===== src/iosad_regs.vh =====
`ifndef IOSAD_REGS_VH
`define IOSAD_REGS_VH

// ============================================================
// Address map: I/O addresses, plus the data-space offset and the extended region in data-space bytes
// ============================================================
`define IOSAD_IO_DS_OFFSET  8'h20
`define IOSAD_IO_LAST       8'h3F
`define IOSAD_BIT_LAST      8'h1F
`define IOSAD_EXT_FIRST     8'h60
`define IOSAD_EXT_LAST      8'hFF
`define IOSAD_STAT_IO       8'h1B
`define IOSAD_GS0_IO        8'h1C
`define IOSAD_GS1_IO        8'h1D
`define IOSAD_GS2_IO        8'h1E

// ============================================================
// Reset values
// ============================================================
`define IOSAD_STAT_RESET    8'h00
`define IOSAD_GS_RESET      8'h00

// ============================================================
// Request operation codes
// ============================================================
`define IOSAD_OP_IN         3'h0
`define IOSAD_OP_OUT        3'h1
`define IOSAD_OP_SET_BIT    3'h2
`define IOSAD_OP_CLR_BIT    3'h3
`define IOSAD_OP_SKIP_SET   3'h4
`define IOSAD_OP_SKIP_CLR   3'h5
`define IOSAD_OP_LOAD       3'h6
`define IOSAD_OP_STORE      3'h7

`endif


===== src/iosad_decoder.v =====
`timescale 1ns/10ps

module iosad_decoder (
    // Clock and reset
    input  wire       i_clk_sys,
    input  wire       i_resetn,
    // Core request
    input  wire       i_req_valid,         // Request taken on this edge
    input  wire [2:0] i_req_op,            // Operation code
    input  wire [7:0] i_req_addr,          // I/O address or data address
    input  wire [2:0] i_req_bit,           // Bit select for bit operations
    input  wire [7:0] i_req_wdata,         // Write data for OUT and store
    // Core answer
    output reg        o_rsp_valid,         // One-cycle answer strobe
    output reg  [7:0] o_rsp_rdata,         // Read data
    output reg        o_rsp_skip,          // Skip the next instruction
    output reg        o_rsp_err,           // Address illegal for the operation
    // Peripheral side
    output reg        o_per_sel,           // Access to any legal data-space location, own registers included
    output reg        o_per_wr,            // Write strobe
    output reg  [7:0] o_per_addr,          // Data-space address
    output reg  [7:0] o_per_wmask,         // Bits the write may change
    output reg  [7:0] o_per_wdata,         // Write data
    input  wire       i_per_hit,           // Peripheral owns the address
    input  wire [7:0] i_per_rdata,         // Peripheral read data
    // Status flag events
    input  wire [7:0] i_flag_event,        // Per-bit set pulses
    output wire [7:0] o_flags              // Current flag byte
);
    `include "iosad_regs.vh"

    // ============================================================
    // Request decode (stage 0)
    // ============================================================
    reg       dec_legal;                   // Address allowed for the operation
    reg [7:0] dec_ds_addr;                 // Address in data space
    reg       dec_wr;                      // Operation writes
    reg [7:0] dec_wmask;                   // Write mask
    reg [7:0] dec_wdata;                   // Write data after bit expansion
    reg [7:0] bit_onehot;                  // Selected bit as a mask

    always @* begin
        bit_onehot  = 8'h01 << i_req_bit;
        dec_legal   = 1'b0;
        dec_ds_addr = 8'h00;
        dec_wr      = 1'b0;
        dec_wmask   = 8'hFF;
        dec_wdata   = i_req_wdata;
        case (i_req_op)
            `IOSAD_OP_IN, `IOSAD_OP_OUT: begin
                // Six-bit address field, no extended region
                dec_legal   = (i_req_addr <= `IOSAD_IO_LAST);
                dec_ds_addr = i_req_addr + `IOSAD_IO_DS_OFFSET;
                dec_wr      = (i_req_op == `IOSAD_OP_OUT);
            end
            `IOSAD_OP_SET_BIT, `IOSAD_OP_CLR_BIT: begin
                // Only the low region is bit addressable
                dec_legal   = (i_req_addr <= `IOSAD_BIT_LAST);
                dec_ds_addr = i_req_addr + `IOSAD_IO_DS_OFFSET;
                dec_wr      = 1'b1;
                dec_wmask   = bit_onehot;
                dec_wdata   = (i_req_op == `IOSAD_OP_SET_BIT) ? 8'hFF : 8'h00;
            end
            `IOSAD_OP_SKIP_SET, `IOSAD_OP_SKIP_CLR: begin
                // Bit test uses the same low region
                dec_legal   = (i_req_addr <= `IOSAD_BIT_LAST);
                dec_ds_addr = i_req_addr + `IOSAD_IO_DS_OFFSET;
            end
            `IOSAD_OP_LOAD, `IOSAD_OP_STORE: begin
                // Data-space form reaches the whole I/O and extended space
                dec_legal   = (i_req_addr >= `IOSAD_IO_DS_OFFSET);
                dec_ds_addr = i_req_addr;
                dec_wr      = (i_req_op == `IOSAD_OP_STORE);
            end
            default: begin
                dec_legal = 1'b0;
            end
        endcase
    end

    // ============================================================
    // Stage 1 holding flops
    // ============================================================
    reg       s1_valid;                    // A request sits in stage 1
    reg       s1_legal;                    // Its address was legal
    reg [2:0] s1_op;                       // Its operation
    reg [2:0] s1_bit;                      // Its bit select

    // Register the decoded request; the peripheral sees flopped signals
    always @(posedge i_clk_sys) begin
        if (!i_resetn) begin
            s1_valid    <= 1'b0;
            s1_legal    <= 1'b0;
            s1_op       <= `IOSAD_OP_IN;
            s1_bit      <= 3'h0;
            o_per_sel   <= 1'b0;
            o_per_wr    <= 1'b0;
            o_per_addr  <= 8'h00;
            o_per_wmask <= 8'h00;
            o_per_wdata <= 8'h00;
        end else begin
            s1_valid    <= i_req_valid;
            s1_legal    <= dec_legal;
            s1_op       <= i_req_op;
            s1_bit      <= i_req_bit;
            // Illegal requests never reach any location
            o_per_sel   <= i_req_valid & dec_legal;
            o_per_wr    <= i_req_valid & dec_legal & dec_wr;
            o_per_addr  <= dec_ds_addr;
            o_per_wmask <= dec_wmask;
            o_per_wdata <= dec_wdata;
        end
    end

    // ============================================================
    // Internal registers
    // ============================================================
    wire [7:0] ds_stat = `IOSAD_STAT_IO + `IOSAD_IO_DS_OFFSET; // Flag byte address
    wire [7:0] ds_gs0  = `IOSAD_GS0_IO + `IOSAD_IO_DS_OFFSET;  // Storage 0 address
    wire [7:0] ds_gs1  = `IOSAD_GS1_IO + `IOSAD_IO_DS_OFFSET;  // Storage 1 address
    wire [7:0] ds_gs2  = `IOSAD_GS2_IO + `IOSAD_IO_DS_OFFSET;  // Storage 2 address

    wire       hit_stat = (o_per_addr == ds_stat);             // Flag byte selected
    wire       hit_gs0  = (o_per_addr == ds_gs0);              // Storage 0 selected
    wire       hit_gs1  = (o_per_addr == ds_gs1);              // Storage 1 selected
    wire       hit_gs2  = (o_per_addr == ds_gs2);              // Storage 2 selected

    wire [7:0] val_gs0;                    // Storage 0 contents
    wire [7:0] val_gs1;                    // Storage 1 contents
    wire [7:0] val_gs2;                    // Storage 2 contents

    // Status flags: hardware sets, software clears by writing ones
    iosad_byte_reg #(.CLEAR_ON_ONE(1)) u_flags (
        .i_clk_sys (i_clk_sys),
        .i_resetn  (i_resetn),
        .i_wr      (o_per_wr & hit_stat),
        .i_wmask   (o_per_wmask),
        .i_wdata   (o_per_wdata),
        .i_set     (i_flag_event),
        .o_value   (o_flags)
    );

    // General storage, no side effects on read or write
    iosad_byte_reg #(.CLEAR_ON_ONE(0)) u_general_store_reg_0 (
        .i_clk_sys (i_clk_sys),
        .i_resetn  (i_resetn),
        .i_wr      (o_per_wr & hit_gs0),
        .i_wmask   (o_per_wmask),
        .i_wdata   (o_per_wdata),
        .i_set     (8'h00),
        .o_value   (val_gs0)
    );

    iosad_byte_reg #(.CLEAR_ON_ONE(0)) u_general_store_reg_1 (
        .i_clk_sys (i_clk_sys),
        .i_resetn  (i_resetn),
        .i_wr      (o_per_wr & hit_gs1),
        .i_wmask   (o_per_wmask),
        .i_wdata   (o_per_wdata),
        .i_set     (8'h00),
        .o_value   (val_gs1)
    );

    iosad_byte_reg #(.CLEAR_ON_ONE(0)) u_general_store_reg_2 (
        .i_clk_sys (i_clk_sys),
        .i_resetn  (i_resetn),
        .i_wr      (o_per_wr & hit_gs2),
        .i_wmask   (o_per_wmask),
        .i_wdata   (o_per_wdata),
        .i_set     (8'h00),
        .o_value   (val_gs2)
    );

    // ============================================================
    // Read return and skip decision
    // ============================================================
    reg [7:0] rd_value;                    // Byte read at the stage-1 address
    reg       bit_value;                   // Selected bit of that byte

    // Own registers first; unclaimed addresses read zero
    always @* begin
        if (!s1_legal) begin
            rd_value = 8'h00;
        end else if (hit_stat) begin
            rd_value = o_flags;
        end else if (hit_gs0) begin
            rd_value = val_gs0;
        end else if (hit_gs1) begin
            rd_value = val_gs1;
        end else if (hit_gs2) begin
            rd_value = val_gs2;
        end else if (i_per_hit) begin
            rd_value = i_per_rdata;
        end else begin
            rd_value = 8'h00;
        end
        bit_value = rd_value[s1_bit];
    end

    // Answer flops, one cycle after stage 1
    always @(posedge i_clk_sys) begin
        if (!i_resetn) begin
            o_rsp_valid <= 1'b0;
            o_rsp_rdata <= 8'h00;
            o_rsp_skip  <= 1'b0;
            o_rsp_err   <= 1'b0;
        end else begin
            o_rsp_valid <= s1_valid;
            o_rsp_err   <= s1_valid & ~s1_legal;
            // Byte reads return data; writes and bit tests answer with zero
            if ((s1_op == `IOSAD_OP_IN) || (s1_op == `IOSAD_OP_LOAD)) begin
                o_rsp_rdata <= rd_value;
            end else begin
                o_rsp_rdata <= 8'h00;
            end
            // Skip when the tested bit matches the wanted level
            case (s1_op)
                `IOSAD_OP_SKIP_SET: o_rsp_skip <= s1_valid & s1_legal & bit_value;
                `IOSAD_OP_SKIP_CLR: o_rsp_skip <= s1_valid & s1_legal & ~bit_value;
                default:            o_rsp_skip <= 1'b0;
            endcase
        end
    end

    // Writes to unclaimed addresses go out with o_per_wr but nothing here
    // stores them; a peripheral that does not claim the address must drop it.
endmodule // iosad_decoder


===== src/iosad_byte_reg.v =====
`timescale 1ns/10ps

// ============================================================
// One byte of I/O storage with masked writes
// ============================================================
module iosad_byte_reg #(
    parameter CLEAR_ON_ONE = 0             // 1: bits are write-one-to-clear flags
) (
    // Clock and reset
    input  wire       i_clk_sys,
    input  wire       i_resetn,
    // Write port
    input  wire       i_wr,                // Write strobe
    input  wire [7:0] i_wmask,             // Bits the write may touch
    input  wire [7:0] i_wdata,             // Write data
    // Hardware events
    input  wire [7:0] i_set,               // Per-bit set events
    // State
    output reg  [7:0] o_value              // Stored byte
);
    `include "iosad_regs.vh"

    reg [7:0] next_value;                  // Value for the next edge

    // Next value: masked write, then hardware sets on top
    always @* begin
        next_value = o_value;
        if (i_wr) begin
            if (CLEAR_ON_ONE != 0) begin
                // Only ones inside the mask clear; zeros leave bits alone
                next_value = o_value & ~(i_wmask & i_wdata);
            end else begin
                // Plain storage, untouched bits keep their value
                next_value = (o_value & ~i_wmask) | (i_wdata & i_wmask);
            end
        end
        // A set in the clearing cycle wins so no event is lost
        next_value = next_value | i_set;
    end

    // Storage flop
    always @(posedge i_clk_sys) begin
        if (!i_resetn) begin
            // Flag bytes and storage bytes each take their own reset value
            o_value <= (CLEAR_ON_ONE != 0) ? `IOSAD_STAT_RESET : `IOSAD_GS_RESET;
        end else begin
            o_value <= next_value;
        end
    end
endmodule // iosad_byte_reg


===== config.mk =====
export PLATFORM = sky130hd
export DESIGN_NAME = iosad_decoder
export DESIGN_NICKNAME = d
export VERILOG_FILES = /design/src/iosad_decoder.v /design/src/iosad_byte_reg.v
export VERILOG_INCLUDE_DIRS = /design/src
export SDC_FILE = /design/constraint.sdc
export NUM_CORES = 1
export LEC_CHECK = 0
export BUFFER_PORTS_ARGS = -buffer_cell sky130_fd_sc_hd__buf_2
export CAP_MARGIN = 20
export CELL_PAD_IN_SITES_DETAIL_PLACEMENT = 1
export CELL_PAD_IN_SITES_GLOBAL_PLACEMENT = 2
export CORE_ASPECT_RATIO = 0.6
export CORE_UTILIZATION = 33
export DETAILED_ROUTE_END_ITERATION = 7
export GPL_ROUTABILITY_DRIVEN = 0
export GPL_TIMING_DRIVEN = 0
export PLACE_DENSITY = 0.95
export REMOVE_ABC_BUFFERS = 1
export SYNTH_ARGS = -nofsm -noshare
export SYNTH_HDL_FRONTEND = slang
export SYNTH_SLANG_ARGS = --single-unit

===== constraint.sdc =====
create_clock -name i_clk_sys -period 3.7 [get_ports i_clk_sys]
set_input_delay 0.925 -clock i_clk_sys [delete_from_list [all_inputs] [get_ports i_clk_sys]]
set_output_delay 0.925 -clock i_clk_sys [all_outputs]
set_load 0.05 [all_outputs]

After elaboration in Yosys (flattened, before gate mapping):

Index checks and enable logic that the tools add are counted.

* word-level logic and storage cells: 85
* register bits: 77
* input port bits: 42
* output and inout port bits: 45

* equal/unequal tests: 14
* mux-type cells: 16
* bitwise gates (word level): 23
* shifts and indexed selects: 1
* reduce and logical (&&, ||, !) cells: 9
* add/sub/neg operators: 1
* $lt $le $gt $ge: 4

Operators by type and width (number)
* 2-to-1 mux 8 bit: 10
* AND 8 bit: 5
* == test 8 x 6 -> 1 bit, second input constant: 4
* bitwise OR 8 bit: 4
* == test 3 bit, second input constant: 7
* inverter 8 bit: 2
* one-hot mux 8 bit (2 select lines): 1
* AND 1 bit: 10
* adder 8 x 6 -> 8 bit, second input constant: 1
* >= comparator 8 x 6 -> 1 bit, second input constant: 1
* <= comparator 8 x 5 -> 1 bit, second input constant: 1
* <= comparator 8 x 6 -> 1 bit, second input constant: 1
* << shifter 1 x 3 -> 8 bit, first input constant: 1
* == test 3 x 2 -> 1 bit, second input constant: 2
* zero test 3 bit: 2
* one-hot mux 1 bit (3 select lines): 2
* OR reduction 2 bit: 3
* OR reduction 6 bit: 1
* less-than comparator 3 x 4 -> 1 bit, second input constant: 1
* OR reduction 4 bit: 1
* binary-select mux 1 bit (select 3 bit): 1
* == test 3 x 1 -> 1 bit, second input constant: 1
* inverter 1 bit: 2
* one-hot mux 1 bit (2 select lines): 1
* other kinds (3): 3

Longest topological paths before layout:

* word-level depth: 11
* mapped depth: 10
* depth with buffers taken out: 8

By module:

From an unflattened synthesis, not the netlist that was laid out.

* cell total of the unflattened synthesis: 395
* area total of the unflattened synthesis: 3704.8 sq um

By module, submodules not included
* iosad_decoder: seq. area each 900.9 sq um, area each 2228.4 sq um, cells each 257, times used 1
* iosad_byte_reg (u_general_store_reg_0 ...): seq. area each 160.2 sq um, area each 370.4 sq um, cells each 35, times used 3
* iosad_byte_reg (u_flags): seq. area each 160.2 sq um, area each 365.4 sq um, cells each 33, times used 1

Worst setup path after synthesis:

Ideal clock, no wire load.

* path type: register to register
* start: register o_per_addr[0]
* end: register o_rsp_skip
* arrival time: 2269 ps
* slack: 1362 ps
* clock period less this slack: 2338 ps
* path buffers: 1
* stages on the path, launching flop included: 10
* setup time: 70 ps
* data required time: 3630 ps
* cell sequence: dfxtp_1 -> buf_4 -> a21boi_1 -> a41oi_2 -> a22o_1 -> o21ai_1 -> o221ai_1 -> o221ai_1 -> or3_1 -> a21oi_1

* cells in the longest elaborated chain, start to end: 11
* elaborated cells between the ends (all ways): 15
* those cells by class: eq/ne (4); mux (8); bitwise (3)

Ends and longest elaborated chain
* from (decl): line iosad_decoder.v:21 `output reg [7:0] o_per_addr,`
* from (signal assigned): line iosad_decoder.v:109 `o_per_addr <= dec_ds_addr;`
* == test 8 x 6 -> 1 bit: line iosad_decoder.v:126 `wire hit_gs2 = (o_per_addr == ds_gs2);`
* 2-to-1 mux 8 bit: line iosad_decoder.v:190 `end else if (hit_gs2) begin`
* 2-to-1 mux 8 bit: line iosad_decoder.v:188 `end else if (hit_gs1) begin`
* 2-to-1 mux 8 bit: line iosad_decoder.v:186 `end else if (hit_gs0) begin`
* 2-to-1 mux 8 bit *: line iosad_decoder.v:184 `end else if (hit_stat) begin`
* 2-to-1 mux 8 bit *: line iosad_decoder.v:182 `if (!s1_legal) begin`
* binary-select mux 1 bit (select 3 bit) *: line iosad_decoder.v:197 `bit_value = rd_value[s1_bit];`
* 2-to-1 mux 1 bit (implied by the code) *: line iosad_decoder.v:197
* inverter 1 bit: line iosad_decoder.v:219 `` `IOSAD_OP_SKIP_CLR: o_rsp_skip <= s1_valid & s1_legal & ~bit_value; ``
* AND 1 bit: line iosad_decoder.v:219
* one-hot mux 1 bit (2 select lines) *: line iosad_decoder.v:217 `case (s1_op)`
* to (signal assigned): line iosad_decoder.v:218 `` `IOSAD_OP_SKIP_SET: o_rsp_skip <= s1_valid & s1_legal & bit_value; ``
* to (signal assigned): line iosad_decoder.v:219
* to (decl): line iosad_decoder.v:16 `output reg o_rsp_skip,`

Mark *: on every way between the ends. The rest lies on a longest branch, timed or not. The select of a mux whose other input is x is not followed.
A chain may end at the register's enable or synchronous reset.

Worst setup path after layout:

* start: register o_per_addr[0]
* end: register u_flags.o_value[3]

* cells in the longest elaborated chain, start to end: 4

Ends and longest elaborated chain
* == test 8 x 6 -> 1 bit: line iosad_decoder.v:123 `wire hit_stat = (o_per_addr == ds_stat);`
* AND 1 bit: line iosad_decoder.v:136 `.i_wr (o_per_wr & hit_stat),`
* 2-to-1 mux 8 bit: line iosad_byte_reg.v:28 `if (i_wr) begin`
* bitwise OR 8 bit: line iosad_byte_reg.v:38 `next_value = next_value | i_set;`
* to (signal assigned): line iosad_byte_reg.v:45 `` o_value <= (CLEAR_ON_ONE != 0) ? `IOSAD_STAT_RESET : `IOSAD_GS_RESET; ``
* to (signal assigned): line iosad_byte_reg.v:47 `o_value <= next_value;`
* to (decl): line iosad_byte_reg.v:19 `output reg [7:0] o_value`

Every way passes these cells.

==> results.sh <==
export IMPL_r2r_setup_slack_ns=0.50
export IMPL_p_leak_uw=0.001762
export IMPL_die_y_um=79.07
export IMPL_ys_seq_elements=77
export IMPL_cts_sinks=77
export IMPL_dp_hpwl_um=7360
export IMPL_critPathKind="flop to flop"
export IMPL_cts_buffers=9
export IMPL_syn_area_mm2=0.003267
export IMPL_drive_gt1_frac=0.2390
export IMPL_ys_flop_type="dfxtp_1"
export IMPL_die_w_um=130.5
export IMPL_hold_viol=0
export IMPL_yosys_top_cells_area="dfxtp_1 (47%), mux2i_1 (7.0%), nand2_1 (6.4%), nor2b_1 (5.6%), and2_1 (4.0%)"
export IMPL_pre_cts_slack_ns=0.5897
export IMPL_synth_distinct_cells=45
export IMPL_cp_max_fo=18
export IMPL_grt_max_degree=59
export IMPL_drt_pass1_iter_count=4
export IMPL_whs_path_depth=1
export IMPL_ys_warnings_count=0
export IMPL_core_rowCount=27
export IMPL_cts_setup_buffers=0
export IMPL_fin_crit_sh=0.8637
export IMPL_cp_data_arrival_time_ns=3.42
export IMPL_clock_skew_ns=0.006071
export IMPL_grt_usage=0.2060
export IMPL_synth_top_area_share=0.4718
export IMPL_maxCapViolCount=0
export IMPL_powerDensity_mw_per_mm2=503.5
export IMPL_yosysSeqAreaShare=0.4718
export IMPL_min_to="o_rsp_valid"
export IMPL_ir_drop_mv=0.2130
export IMPL_diodes=0
export IMPL_postCtsHoldBufs=0
export IMPL_fin_ws_ns=0.5042
export IMPL_outcome="finished, final reports clean"
export IMPL_grt_antenna_before_repair=0
export IMPL_synth_common_cells="dfxtp_1 (77), nand2_1 (56), nor2b_1 (29)"
export IMPL_met1_usage=0.2775
export IMPL_tns_ns=0
export IMPL_yosys_area_top_type="dfxtp_1"
export IMPL_worstSetupEndpointType="flop"
export IMPL_clkLatencyLatePin_ns=0.34
export IMPL_cts_root_buf="clkbuf_16"
export IMPL_r2r_cells=6
export IMPL_vias=2968
export IMPL_busiest_layer="met2"
export IMPL_clk_path_buf_depth=2
export IMPL_ys_async_sr_fraction=0
export IMPL_min_period_ns=3.196
export IMPL_worstReg2RegEnd="u_flags.o_value[3]"
export IMPL_worst_hold_path_type="flop to flop"
export IMPL_dieArea_mm2=0.01031
export IMPL_path_clk_slew_ns=0.06
export IMPL_numPortBuffers=86
export IMPL_yosysMostFrequentCell="dfxtp_1"
export IMPL_critPathLaunchType="flop"
export IMPL_use_met2=0.3170
export IMPL_max_clock_freq_mhz=312.9
export IMPL_r2r_start="o_per_addr[0]"
export IMPL_core_mm2=0.009392
export IMPL_final_max_slew_viol_count=0
export IMPL_grt_first_pass_wirelength_um=15410
export IMPL_wl_um=10020
export IMPL_start_util=0.3479
export IMPL_met3_usage=0.05728
export IMPL_nFillCells=1155
export IMPL_rsz0062_at_grt="no"
export IMPL_gr_total_overflow=0
export IMPL_maxSlewHeadroom=0.3174
export IMPL_synth_edf_count=0
export IMPL_worstPathRequired_ns=3.92
export IMPL_wl_per_cell_um=17.09
export IMPL_post_cts_resized=0
export IMPL_grt_pass1_vias=2931
export IMPL_syn_area_per_cell_um2=8.877
export IMPL_cts_tree="built"
export IMPL_nets=494
export IMPL_setup_viol=0
export IMPL_drtIter0Drc=173
export IMPL_ios=87
export IMPL_worst_pin_slew_ns=1.020
export IMPL_drc=0
export IMPL_syn_to_final_growth_pct=25.89
export IMPL_hp_start="s1_valid"
export IMPL_syn_inst=368
export IMPL_avgViaCountPerCell=5.065
export IMPL_detail_route_antenna_nets=0
export IMPL_cts_max_level=3
export IMPL_p_total_uw=2071
report_power, final:
group / switching [uW] / internal (uW)
combinational: 171 / 75.1
sequential: 44.8 / 861
clock: 342 / 577
total: 558 / 1510
cells by family after synthesis:
group / after synthesis / synth area share
compound gates: 64 / 0.1360
buf+inv: 22 / 0.03102
fa+ha+maj: 1 / 0.003829
flops: 77 / 0.4719
simple gates: 175 / 0.2693
mux: 25 / 0.07736
xor+xnor: 4 / 0.01073
final cells by class:
cell class | count | area [um2] | area share
flip-flops and latches | 77 | 1541 | 0.3748
inverters | 6 | 22.52 | 0.005476
repair buffers | 88 | 449.2 | 0.1092
clock inverters | 3 | 42.54 | 0.01034
multi-input cells | 269 | 1624 | 0.3949
well taps | 130 | 162.7 | 0.03955
clock buffers | 13 | 270.3 | 0.06571
metal layers:
| metal | up-vias | part of all wire |
|---|---|---|
| met4 | 0 | 0.019 |
| met1 | 1424 | 0.50 |
| met5 | - | 0 |
| li1 | 1433 | - |
| met3 | 18 | 0.058 |
| met2 | 93 | 0.42 |
layout by cell type (no fill, tap or decap), types with 3 or more instances in the layout:
cell type,Yosys,routed
a22o_1,4,4
a21oi_1,12,12
o22a_1,3,3
xor2_1,3,3
nor2b_1,29,29
nand2b_1,7,7
nor3_1,4,4
clkbuf_16,0,9
inv_1,6,6
o21ai_1,3,3
o21ai_0,13,13
o221ai_1,8,8
and2_1,21,21
a21boi_0,9,9
nand3_1,20,20
o211ai_1,3,3
mux2i_1,23,23
clkbuf_8,0,3
nor2_1,26,26
buf_2,3,86
nand2_1,56,56
dfxtp_1,77,77
worst max-delay path, cell delays in order, from the launching register on:
cell      delay, ns
dfxtp_1        0.89
nand3b_1       0.47
or2_1          0.48
nor2_1         0.82
nand3_1        0.16
a21oi_1        0.19
nor2b_1        0.06
metrics by stage:
step / instance area (um2) / utilization / cells / hold slack [ns]
6_report: 4113 / 0.4379 / 586 / 0.4725
5_1_grt: 4113 / 0.4379 / 586 / 0.4983
4_1_cts: 4094 / 0.4359 / 584 / 0.4753
3_5_place_dp: 3781 / 0.4026 / 568 / 0.4613
3_3_place_gp: 3781 / 0.4026 / 568 / 0.4541
2_1_floorplan: 3188 / - / 352 / 0.4248
worst max path at each step:
stage,slack [ns],from,cells after the start,to
after global routing,0.27,o_per_addr[0],6,u_flags.o_value[3]
after detailed placement,0.59,o_per_addr[0],6,u_flags.o_value[7]
after global placement,0.61,o_per_addr[0],6,u_flags.o_value[3]
final,0.50,o_per_addr[0],6,u_flags.o_value[3]
after floorplan,1.14,o_per_addr[0],8,o_rsp_skip
after CTS,0.56,o_per_addr[0],6,u_flags.o_value[3]
No activity file was read; power rests on OpenSTA's default activity.
